$ cat src/pkg/lss_pkg.sv
// shared types and constants of the status indicator select block
package lss_pkg;

  // ----------------------------------------------------------------
  // bus and register map
  // ----------------------------------------------------------------
  localparam int LSS_ADDR_W = 8;
  localparam logic [7:0] LSS_OFS_SEL = 8'h00;
  localparam logic [7:0] LSS_OFS_MISC = 8'h04;
  localparam logic [1:0] LSS_RESP_OKAY = 2'h0;
  localparam logic [1:0] LSS_RESP_SLVERR = 2'h2;

  // ----------------------------------------------------------------
  // register layouts
  // ----------------------------------------------------------------
  typedef struct packed {
    logic combined_function_state;
    logic [4:0] res_hi;
    logic wake_frame_ind_en;
    logic fdx_link_ind_en;
    logic stretch_enable;
    logic res_mid;
    logic rx_match_only;
    logic tx_activity_ind_en;
    logic rx_polarity_ind_en;
    logic rx_activity_ind_en;
    logic jabber_ind_en;
    logic collision_ind_en;
  } lss_sel_t;

  typedef struct packed {
    logic [13:0] res;
    logic attach_port_fdx_enable;
    logic full_duplex_enable;
  } lss_misc_t;

  localparam logic [15:0] LSS_SEL_RESET = 16'h0090;
  localparam logic [15:0] LSS_SEL_WMASK = 16'h03bf;
  localparam logic [15:0] LSS_MISC_RESET = 16'h0000;
  localparam logic [15:0] LSS_MISC_WMASK = 16'h0003;

  // ----------------------------------------------------------------
  // indicator functions, one bit each
  // ----------------------------------------------------------------
  typedef struct packed {
    logic wake;
    logic fdx_link;
    logic tx;
    logic polarity;
    logic rx;
    logic jabber;
    logic collision;
  } lss_func_t;

  localparam int LSS_NFUNC = 7;

  typedef enum logic [1:0] {
    LSS_PORT_TP = 2'h0,
    LSS_PORT_AUI = 2'h1,
    LSS_PORT_SERIAL = 2'h3
  } lss_port_t;

  // ----------------------------------------------------------------
  // timing
  // ----------------------------------------------------------------
  localparam int LSS_CLK_HZ = 50000000;
  localparam int LSS_STRETCH_TIME_MS = 50;
  localparam int LSS_STRETCH_CYCLES =
    (LSS_CLK_HZ / 1000) * LSS_STRETCH_TIME_MS;

  function automatic logic [15:0] lss_merge(
    input logic [15:0] old,
    input logic [15:0] data,
    input logic [3:0] strb,
    input logic [15:0] wmask);
    logic [15:0] m;
    m = wmask & {{8{strb[1]}}, {8{strb[0]}}};
    return (old & ~m) | (data & m);
  endfunction

endpackage

$ cat src/core/lss_top.sv
// status indicator select: AXI4-Lite registers, combine, stretch
//
// Implementation choices: the AXI4-Lite interface to the registers and the register addresses.
`timescale 1ns/10ps
module lss_top
  import lss_pkg::*;
#(
  parameter int STRETCH_CYCLES = LSS_STRETCH_CYCLES
) (
  input wire logic CLK,
  input wire logic RESET,
  // register bus
  input wire logic [LSS_ADDR_W-1:0] S_AXI_AWADDR,
  input wire logic [2:0] S_AXI_AWPROT,
  input wire logic S_AXI_AWVALID,
  output logic S_AXI_AWREADY,
  input wire logic [31:0] S_AXI_WDATA,
  input wire logic [3:0] S_AXI_WSTRB,
  input wire logic S_AXI_WVALID,
  output logic S_AXI_WREADY,
  output logic [1:0] S_AXI_BRESP,
  output logic S_AXI_BVALID,
  input wire logic S_AXI_BREADY,
  input wire logic [LSS_ADDR_W-1:0] S_AXI_ARADDR,
  input wire logic [2:0] S_AXI_ARPROT,
  input wire logic S_AXI_ARVALID,
  output logic S_AXI_ARREADY,
  output logic [31:0] S_AXI_RDATA,
  output logic [1:0] S_AXI_RRESP,
  output logic S_AXI_RVALID,
  input wire logic S_AXI_RREADY,
  // network event sources
  input wire logic TX_ACTIVE,
  input wire logic RX_ACTIVE,
  input wire logic RX_ADDR_MATCH,
  input wire logic COLLISION,
  input wire logic JABBER,
  input wire logic RX_POLARITY_OK,
  input wire logic LINK_PASS,
  input wire logic WAKE_FRAME_RX,
  input wire lss_port_t ACTIVE_PORT,
  // soft events that must leave the duplex bits alone
  input wire logic SOFT_RESET_READ,
  input wire logic STOP_CMD,
  // indicator
  output logic THIRD_INDICATOR_PIN
);

  // ----------------------------------------------------------------
  // declarations
  // ----------------------------------------------------------------
  lss_sel_t sel;
  lss_misc_t misc;
  lss_func_t func;
  lss_func_t en;
  logic comb;
  logic busy;
  logic fdx_fn;
  logic aw_got;
  logic w_got;
  logic [LSS_ADDR_W-1:0] waddr;
  logic [31:0] wdata;
  logic [3:0] wstrb;
  logic do_write;
  logic [15:0] next_sel;
  logic [15:0] next_misc;
  logic [31:0] next_rdata;
  logic [1:0] next_rresp;
  logic rd_is_sel;

  // ----------------------------------------------------------------
  // write channel
  // ----------------------------------------------------------------
  // address and data are taken in either order; the register
  // update waits until both are held
  assign do_write = aw_got && w_got;

  always_ff @(posedge CLK or posedge RESET) begin
    if (RESET) begin
      S_AXI_AWREADY <= 1'b1;
      S_AXI_WREADY <= 1'b1;
      S_AXI_BVALID <= 1'b0;
      S_AXI_BRESP <= LSS_RESP_OKAY;
      aw_got <= 1'b0;
      w_got <= 1'b0;
      waddr <= '0;
      wdata <= '0;
      wstrb <= '0;
    end else begin
      if (S_AXI_AWVALID && S_AXI_AWREADY) begin
        S_AXI_AWREADY <= 1'b0;
        aw_got <= 1'b1;
        waddr <= S_AXI_AWADDR;
      end
      if (S_AXI_WVALID && S_AXI_WREADY) begin
        S_AXI_WREADY <= 1'b0;
        w_got <= 1'b1;
        wdata <= S_AXI_WDATA;
        wstrb <= S_AXI_WSTRB;
      end
      if (do_write) begin
        aw_got <= 1'b0;
        w_got <= 1'b0;
        S_AXI_BVALID <= 1'b1;
        if (waddr == LSS_OFS_SEL || waddr == LSS_OFS_MISC) begin
          S_AXI_BRESP <= LSS_RESP_OKAY;
        end else begin
          S_AXI_BRESP <= LSS_RESP_SLVERR;
        end
      end
      if (S_AXI_BVALID && S_AXI_BREADY) begin
        S_AXI_BVALID <= 1'b0;
        S_AXI_AWREADY <= 1'b1;
        S_AXI_WREADY <= 1'b1;
      end
    end
  end

  // ----------------------------------------------------------------
  // selection register
  // ----------------------------------------------------------------
  // reserved and read-only bits are masked off on write
  assign next_sel = lss_merge(sel, wdata[15:0], wstrb,
                              LSS_SEL_WMASK);

  always_ff @(posedge CLK or posedge RESET) begin
    if (RESET) begin
      sel <= LSS_SEL_RESET;
    end else if (do_write && waddr == LSS_OFS_SEL) begin
      sel <= next_sel;
    end
  end

  // ----------------------------------------------------------------
  // duplex configuration register
  // ----------------------------------------------------------------
  // soft reset and stop do not reach this register at all
  assign next_misc = lss_merge(misc, wdata[15:0], wstrb,
                               LSS_MISC_WMASK);

  always_ff @(posedge CLK or posedge RESET) begin
    if (RESET) begin
      misc <= LSS_MISC_RESET;
    end else if (do_write && waddr == LSS_OFS_MISC) begin
      misc <= next_misc;
    end
  end

  // ----------------------------------------------------------------
  // read channel
  // ----------------------------------------------------------------
  always_comb begin
    next_rdata = '0;
    next_rresp = LSS_RESP_OKAY;
    if (S_AXI_ARADDR == LSS_OFS_SEL) begin
      next_rdata[15:0] = sel;
      next_rdata[15] = comb;
    end else if (S_AXI_ARADDR == LSS_OFS_MISC) begin
      next_rdata[15:0] = misc;
    end else begin
      next_rresp = LSS_RESP_SLVERR;
    end
  end

  always_ff @(posedge CLK or posedge RESET) begin
    if (RESET) begin
      S_AXI_ARREADY <= 1'b1;
      S_AXI_RVALID <= 1'b0;
      S_AXI_RDATA <= '0;
      S_AXI_RRESP <= LSS_RESP_OKAY;
      rd_is_sel <= 1'b0;
    end else if (S_AXI_ARVALID && S_AXI_ARREADY) begin
      S_AXI_ARREADY <= 1'b0;
      S_AXI_RVALID <= 1'b1;
      S_AXI_RDATA <= next_rdata;
      S_AXI_RRESP <= next_rresp;
      rd_is_sel <= (S_AXI_ARADDR == LSS_OFS_SEL);
    end else if (S_AXI_RVALID && S_AXI_RREADY) begin
      S_AXI_RVALID <= 1'b0;
      S_AXI_ARREADY <= 1'b1;
    end
  end

  // ----------------------------------------------------------------
  // function states
  // ----------------------------------------------------------------
  // an unknown port code never claims full duplex
  always_comb begin
    unique case (ACTIVE_PORT)
      LSS_PORT_TP: fdx_fn = LINK_PASS &&
                            misc.full_duplex_enable;
      LSS_PORT_AUI: fdx_fn = misc.full_duplex_enable &&
                             misc.attach_port_fdx_enable;
      LSS_PORT_SERIAL: fdx_fn = misc.full_duplex_enable;
      default: fdx_fn = 1'b0;
    endcase
  end

  always_comb begin
    func.wake = WAKE_FRAME_RX;
    func.fdx_link = fdx_fn;
    func.tx = TX_ACTIVE;
    func.polarity = RX_POLARITY_OK;
    func.rx = RX_ACTIVE &&
              (!sel.rx_match_only || RX_ADDR_MATCH);
    func.jabber = JABBER;
    func.collision = COLLISION;
  end

  always_comb begin
    en.wake = sel.wake_frame_ind_en;
    en.fdx_link = sel.fdx_link_ind_en;
    en.tx = sel.tx_activity_ind_en;
    en.polarity = sel.rx_polarity_ind_en;
    en.rx = sel.rx_activity_ind_en;
    en.jabber = sel.jabber_ind_en;
    en.collision = sel.collision_ind_en;
  end

  // ----------------------------------------------------------------
  // combine and stretch
  // ----------------------------------------------------------------
  lss_combine u_combine (
    .clk(CLK),
    .reset(RESET),
    .func(func),
    .en(en),
    .comb(comb)
  );

  lss_stretch #(
    .CYCLES(STRETCH_CYCLES)
  ) u_stretch (
    .clk(CLK),
    .reset(RESET),
    .comb(comb),
    .busy(busy)
  );

  // the stretcher keeps counting while disabled, so turning it on
  // mid-pulse may show a short tail
  always_ff @(posedge CLK or posedge RESET) begin
    if (RESET) begin
      THIRD_INDICATOR_PIN <= 1'b0;
    end else if (sel.stretch_enable) begin
      THIRD_INDICATOR_PIN <= comb || busy;
    end else begin
      THIRD_INDICATOR_PIN <= comb;
    end
  end

  // ----------------------------------------------------------------
  // checks
  // ----------------------------------------------------------------
  a_reset_value: assert property (
    @(posedge CLK) disable iff (RESET)
    $past(RESET) |-> sel[14:0] == LSS_SEL_RESET[14:0])
    else $error("selection register wrong after reset");

  a_reserved_zero: assert property (
    @(posedge CLK) disable iff (RESET)
    S_AXI_RVALID && rd_is_sel |->
      S_AXI_RDATA[14:10] == 5'h00 && !S_AXI_RDATA[6] &&
      S_AXI_RDATA[31:16] == 16'h0000)
    else $error("reserved selection bits read nonzero");

  a_state_bit_read: assert property (
    @(posedge CLK) disable iff (RESET)
    S_AXI_ARVALID && S_AXI_ARREADY &&
    S_AXI_ARADDR == LSS_OFS_SEL |=>
      S_AXI_RVALID && S_AXI_RDATA[15] == $past(comb))
    else $error("bit 15 does not show combined state");

  a_pin_direct: assert property (
    @(posedge CLK) disable iff (RESET)
    !sel.stretch_enable ##1 !sel.stretch_enable |->
      THIRD_INDICATOR_PIN == $past(comb))
    else $error("indicator not following combined state");

  a_pin_stretched: assert property (
    @(posedge CLK) disable iff (RESET)
    sel.stretch_enable && $rose(comb) && STRETCH_CYCLES >= 8 ##1
    sel.stretch_enable [*5] |-> THIRD_INDICATOR_PIN)
    else $error("indicator dropped inside stretch time");

  a_fdx_link: assert property (
    @(posedge CLK) disable iff (RESET)
    ACTIVE_PORT == LSS_PORT_TP |->
      fdx_fn == (LINK_PASS && misc.full_duplex_enable))
    else $error("twisted pair duplex link state wrong");

  a_fdx_aui: assert property (
    @(posedge CLK) disable iff (RESET)
    ACTIVE_PORT == LSS_PORT_AUI |->
      fdx_fn == (misc.full_duplex_enable &&
                 misc.attach_port_fdx_enable))
    else $error("attach port duplex link state wrong");

  a_rx_filter: assert property (
    @(posedge CLK) disable iff (RESET)
    sel.rx_match_only && !RX_ADDR_MATCH |-> !func.rx)
    else $error("unmatched frame reached receive indication");

  a_fdx_keep: assert property (
    @(posedge CLK) disable iff (RESET)
    (SOFT_RESET_READ || STOP_CMD) && !do_write |=>
      $stable(misc))
    else $error("duplex bits changed without a write");

  a_write_resp: assert property (
    @(posedge CLK) disable iff (RESET)
    do_write |=> S_AXI_BVALID && !S_AXI_AWREADY)
    else $error("write response missing");

  a_reserved_kept: assert property (
    @(posedge CLK) disable iff (RESET)
    sel.res_hi == 5'h00 && !sel.res_mid && !sel.combined_function_state)
    else $error("reserved selection bits stored nonzero");

  a_fdx_serial: assert property (
    @(posedge CLK) disable iff (RESET)
    ACTIVE_PORT == LSS_PORT_SERIAL |-> fdx_fn == misc.full_duplex_enable)
    else $error("serial port duplex link state wrong");

  a_wake_shown: assert property (
    @(posedge CLK) disable iff (RESET)
    sel.wake_frame_ind_en && WAKE_FRAME_RX |-> comb)
    else $error("wake frame not shown in combined state");

  a_pin_dark: assert property (
    @(posedge CLK) disable iff (RESET)
    !comb && !busy |=> !THIRD_INDICATOR_PIN)
    else $error("indicator lit with nothing to show");

endmodule // lss_top

$ cat src/core/lss_combine.sv
// OR of all enabled indicator functions
`timescale 1ns/10ps
module lss_combine
  import lss_pkg::*;
(
  input wire logic clk,
  input wire logic reset,
  input wire lss_func_t func,
  input wire lss_func_t en,
  output logic comb
);

  logic [LSS_NFUNC-1:0] hit;

  genvar i;
  generate
    for (i = 0; i < LSS_NFUNC; i++) begin : g_fn
      assign hit[i] = func[i] & en[i];
    end
  endgenerate

  assign comb = |hit;

  a_or_combine: assert property (
    @(posedge clk) disable iff (reset)
    comb == ((func & en) != '0))
    else $error("combined state is not the OR of enabled functions");

endmodule // lss_combine

$ cat src/core/lss_stretch.sv
// pulse stretcher: busy for a fixed count after each rising edge
`timescale 1ns/10ps
module lss_stretch
  import lss_pkg::*;
#(
  parameter int CYCLES = LSS_STRETCH_CYCLES,
  parameter int CNT_W = $clog2(CYCLES + 1)
) (
  input wire logic clk,
  input wire logic reset,
  input wire logic comb,
  output logic busy
);

  logic prev;
  logic [CNT_W-1:0] cnt;

  always_ff @(posedge clk or posedge reset) begin
    if (reset) begin
      prev <= 1'b0;
    end else begin
      prev <= comb;
    end
  end

  // every new occurrence restarts the hold time
  always_ff @(posedge clk or posedge reset) begin
    if (reset) begin
      cnt <= '0;
    end else if (comb && !prev) begin
      cnt <= CNT_W'(CYCLES);
    end else if (cnt != '0) begin
      cnt <= cnt - 1'b1;
    end
  end

  assign busy = (cnt != '0);

  a_hold_after_rise: assert property (
    @(posedge clk) disable iff (reset)
    (CYCLES >= 8) && comb && !prev |=> busy [*8])
    else $error("stretcher released too early");

endmodule // lss_stretch

$ cat config.mk
export PLATFORM = sky130hd
export DESIGN_NAME = lss_top
export DESIGN_NICKNAME = d
export VERILOG_FILES = /design/src/pkg/lss_pkg.sv /design/src/core/lss_top.sv /design/src/core/lss_combine.sv /design/src/core/lss_stretch.sv
export SDC_FILE = /design/constraint.sdc
export NUM_CORES = 1
export LEC_CHECK = 0
export BUFFER_PORTS_ARGS = -buffer_cell sky130_fd_sc_hd__buf_2
export CORE_MARGIN = 2
export CORE_UTILIZATION = 55
export DETAILED_ROUTE_END_ITERATION = 10
export PLACE_DENSITY_LB_ADDON = 0.15
export SYNTH_ARGS = -nofsm -noshare
export SYNTH_HDL_FRONTEND = slang
export SYNTH_HIERARCHICAL = 1
export SYNTH_SLANG_ARGS = --single-unit
$ cat constraint.sdc
create_clock -name CLK -period 4.6 [get_ports CLK]
set_clock_uncertainty 0.15 [all_clocks]
set_input_delay 0.69 -clock CLK [delete_from_list [all_inputs] [get_ports CLK]]
set_output_delay 0.69 -clock CLK [all_outputs]
set_load 0.005 [all_outputs]
After elaboration in Yosys (flattened, before gate mapping). Cells that the tools add are included. W data, S select, Z words.

Bits of input ports: 77. Output and inout port bits: 42. Logic and storage cells: 103. Flip-flop bits (word level): 109.

Bitwise logic cells: 15. Mux-type cells: 23. Equal/unequal tests: 4. Reductions and logical operators: 29. $add $sub $neg: 1.

Operator list (number): $mux W22 (2); $and A16 B16 Y16 (2); $mux W16 (2); $or A16 B16 Y16 (2); $reduce_bool A22 Y1 (1); $sub A22 B1 Y22 const B (1); $and A16 B10 Y16 (1); $and A16 B2 Y16 (1); $eq A8 B3 Y1 const B (2); $logic_not A8 Y1 (2); $not A10 Y16 (1); $not A2 Y16 (1); $mux W1 (15); $reduce_bool A2 Y1 (7); $logic_and A1 B1 Y1 (12); $and A1 B1 Y1 (7); $reduce_or A7 Y1 (1); $mux W2 (3); $logic_or A1 B1 Y1 (3); $pmux W1 S3 (1); $eq A2 B1 Y1 const B (1); $eq A2 B2 Y1 const B (1); $logic_not A1 Y1 (2); $logic_not A2 Y1 (1).

Logic depth before layout (Yosys ltp).
Word-level depth: 7. Depth in mapped cells: 9. Mapped depth without buffers: 8.

Modules after synthesis. The synthesis kept the hierarchy.

Modules (own cells, without submodules): lss_top (cells each 181, instances 1, area an instance 2230.9 um2, sequential area each 1257.5 um2); lss_stretch (cells each 147, instances 1, area an instance 1362.6 um2, sequential area each 575.6 um2); lss_combine (cells each 4, instances 1, area an instance 30.0 um2, sequential area each 0.0 um2).

Least setup slack after synthesis. Ideal clock, no wire load.

Kind: input -> register. From: input port ACTIVE_PORT[1]. To: register u_stretch.cnt[18]. Library setup time: 0.079 ns. Arrival: 1.975 ns. Stages: 9. Path slack: 2.395 ns. Path buffers: 1. Cells stage by stage: nor2_1 > nand2_1 > a21boi_0 > a22oi_1 > nand3_1 > nor2b_1 > clkbuf_1 > nor2_1 > mux2i_1.

Longest elaborated chain between the ends: 6. Elaborated cells on any way between the ends: 9. Classes of those cells: 2 x eq/ne; 2 x mux; 1 x bitwise; 4 x reduce/logical.

Ends and longest elaborated chain: from (decl) (RTL line lss_top.sv:41) `input wire lss_port_t ACTIVE_PORT,`; $eq A2 B2 Y1, or another cell as far along (RTL line lss_top.sv:189) `unique case (ACTIVE_PORT)`; $pmux W1 S3 * (RTL line lss_top.sv:189); via fdx_fn (RTL line lss_top.sv:58) `logic fdx_fn;`; $and A1 B1 Y1 * (RTL line lss_combine.sv:18) `assign hit[i] = func[i] & en[i];`; $reduce_or A7 Y1 * (RTL line lss_combine.sv:22) `assign comb = |hit;`; via comb (RTL line lss_top.sv:56) `logic comb;`; $logic_and A1 B1 Y1 * (RTL line lss_stretch.sv:30) `end else if (comb && !prev) begin`; $mux W22 or $reduce_bool A2 Y1 (tied branches); to (signal assigned) (RTL line lss_stretch.sv:31) `cnt <= CNT_W'(CYCLES);`; to (signal assigned) (RTL line lss_stretch.sv:33) `cnt <= cnt - 1'b1;`; to (decl) (RTL line lss_stretch.sv:16) `logic [CNT_W-1:0] cnt;`.

Mark *: on every way through the listed nets, which the timed path passes. The rest lies on a longest branch. A chain may end at the register's enable or synchronous reset.

Worst setup path after layout.
From: register u_stretch.cnt[18]. To: register u_stretch.cnt[3].

Longest elaborated chain between the ends: 2.

Ends and longest elaborated chain: $reduce_bool A22 Y1 (RTL line lss_stretch.sv:32) `end else if (cnt != '0) begin`; $reduce_bool A2 Y1 (no source line).

No other way between the ends.

==> results.cfg <==
[floorplanning]
die_h_um = 85.2
core_area_um2 = 6350
ioPinCount = 119
die_x_um = 85.2
die-area_um2 = 7250
initial_core_util_pct = 57.1
rows = 29

[synthesis]
synth_top_area_share_pct = 47.0
synth_area_leaders = dfrtp_1 (47%), mux2_2 (9.6%), buf_4 (5.2%)
ys_warn_count = 6
async_flop_share_pct = 100
yosysTopAreaCell = dfrtp_1
synth_seq_cells = 73
yosysUniqueCellTypes = 47
synth_seq_area_share_pct = 50.6
synth_cells = 332
synthTopCellsByCount = dfrtp_1 (68), nand2_1 (37), mux2_2 (31)
synth-edff-count = 0
yosysMostFrequentCell = dfrtp_1
syn_area_um2 = 3620
ys.flop_type = dfrtp_1
syn_avg_cell_area_um2 = 10.9

[global_routing]
antenna_found_initial = 0
grt_pass1_wl_mm = 11.8
first_global_vias = 2524
gr-total-overflow = 0
grt_usage_pct = 20.8
grt_max_degree = 51

[worst_hold_path]
worstHoldPathType = reg2reg

[placement]
post_dp_cell_area_um2 = 3870
gp_congestion = 0.754
port_buffers = 61
hpwl_mm = 4.86

[power_and_ir_drop]
switchingPower_mw = 0.650
seq_power_share_pct = 48.4
swShare_pct = 30.6
leakagePower_nw = 1.88
p_int_mw = 1.47
peakVddDrop_mv = 0.372
powerDensity_nw_per_um2 = 515
p_clk_share_pct = 29.5
pwr-share-comb_pct = 22.1

[timing]
fin_setup_tns_ns = 0
whs_ns = 0.328
slew_headroom_pct = 20.1
period_needed_ns = 2.60
tightestPinTransition_ns = 1.20
grt_setup_unrepaired = no
period_share_pct = 56.5
slew_violations = 0
max_freq_mhz = 384
finalSetupViolCount = 0
finalHoldViolCount = 0

[final_layout]
area_growth_pct = 13.7
fin_nets = 470
fin_area_um2 = 4120
final_layout_size_suffix_gt1_share_pct = 32.7
fillCellCount = 534
num_antenna_cells = 0

[clocking]
cts-root-buf = clkbuf_8
clk_path_buf_depth = 2
post_cts_buffers = 0
cts_buffers = 9
cts_sinks = 73
hold_buffers = 0
htreeDepth = 3
path_clk_slew_ns = 0.08
cts_resized = 0
cts_tree = built
insertion_delay_ns = 0.36

[critical_path]
cp-start-kind = flip-flop
crit_required_ns = 4.67
cp_top_family = simple AND/OR/NAND/NOR gates
crit_path_max_incr_delay_ns = 0.79
path_max_fanout = 16
slowest_stage = nor4_4
path_buf_inv = 0
worstPathArrival_ns = 2.67
worstSetupPathType = reg2reg
crit_path_end_kind = flip-flop
crit_chain = or4_1 -> nor4_4 -> a2111oi_0 -> mux2i_1

[job]
drv_cap = 0

[drt]
drtIter0Drc = 125
ant_nets = 0
viasPerCell = 5.37
routed_wl_mm = 6.97
vias = 2546
routedWlPerCell_um = 14.7
drc_errors = 0
drtPass1Iterations = 4

[run_status]
status = complete, no violations
-- final timing paths --
| path | from | endpoint | slack [ns] | cells after the start |
|---|---|---|---|---|
| max | u_stretch/cnt[18] | u_stretch/cnt[3] | 2.00 | 4 |
| min | S_AXI_RDATA[2] | S_AXI_RDATA[2] | 0.33 | 2 |
| max reg2reg | u_stretch/cnt[18] | u_stretch/cnt[3] | 2.00 | 4 |
| min reg2reg | S_AXI_RDATA[2] | S_AXI_RDATA[2] | 0.33 | 2 |
| max in group asynchronous | RESET | wdata[7] | 3.25 | 2 |
| min in group asynchronous | RESET | u_stretch/cnt[18] | 0.38 | 2 |
-- kinds of logic after synthesis --
family | after synthesis | synth area share (%)
AO/OA/AOI/OAI | 52 | 10.2
adder cells (fa/ha/maj) | 1 | 0.345
buffers and inverters | 44 | 7.60
flip-flops | 73 | 50.6
multiplexers | 46 | 13.8
other | 1 | 0.103
AND/OR/NAND/NOR | 115 | 17.4
-- metal layers --
metal	part of all wire (%)	routed length, um	up-vias	track usage, %
met3	4.8	337	10	7.00
li1	-	-	1256	-
met2	50	3510	46	34.1
met5	0	0	-	0
met4	1.4	97	0	6.35
met1	43	3030	1234	26.3
-- power by group through the flow --
stage	registers, mW	clock network, mW	logic (mW)
final	1.03	0.627	0.469
after global routing	1.06	0.666	0.530
after CTS	1.03	0.643	0.477
after detailed placement	1.04	0	0.469
after global placement	1.02	0	0.451
after floorplan	0.989	0	0.393
-- worst min-delay path, delay by kind of cell, from the launching register on --
family	cells	cell delay (ns)
DFF	1	0.34
and+or+nand+nor	1	0.06
AOI/OAI and AO/OA	1	0.05
-- through the flow --
stage / power (mW) / util [%] / std cells / worst slack (ns)
final: 2.12 / 64.9 / 474 / 2.00
after global routing: 2.26 / 64.9 / 474 / 1.82
after CTS: 2.15 / 64.9 / 474 / 1.98
after detailed placement: 1.51 / 60.9 / 458 / 1.63
after global placement: 1.47 / 60.9 / 458 / 1.64
after floorplan: 1.38 / - / 355 / 2.40
-- layout make-up --
cell class / count / area (um2) / area share (%)
timing repair buffer: 61 / 305 / 7.41
clock inverter: 6 / 114 / 2.76
sequential: 73 / 1830 / 44.5
clock buffer: 10 / 138 / 3.34
tap: 77 / 96.3 / 2.34
multi-input combinational: 238 / 1600 / 38.9
inverter: 9 / 33.8 / 0.820
-- cell usage in the layout, fill, tap and decap left out, types with 6 or more instances in the layout --
master,netlist,routed
dfrtp_1,68,68
buf_2,1,61
nand2_1,37,37
mux2_2,31,31
conb_1,1,24
nor2_1,16,16
mux2i_1,15,15
a21oi_1,11,11
clkbuf_8,0,10
or4_1,9,9
and2_1,8,8
o21ai_2,8,8
inv_1,9,8
nand3_1,8,8
o21ai_0,7,7
nand2b_1,7,7
o31ai_1,6,6
(Power assumes the default switching activity.)
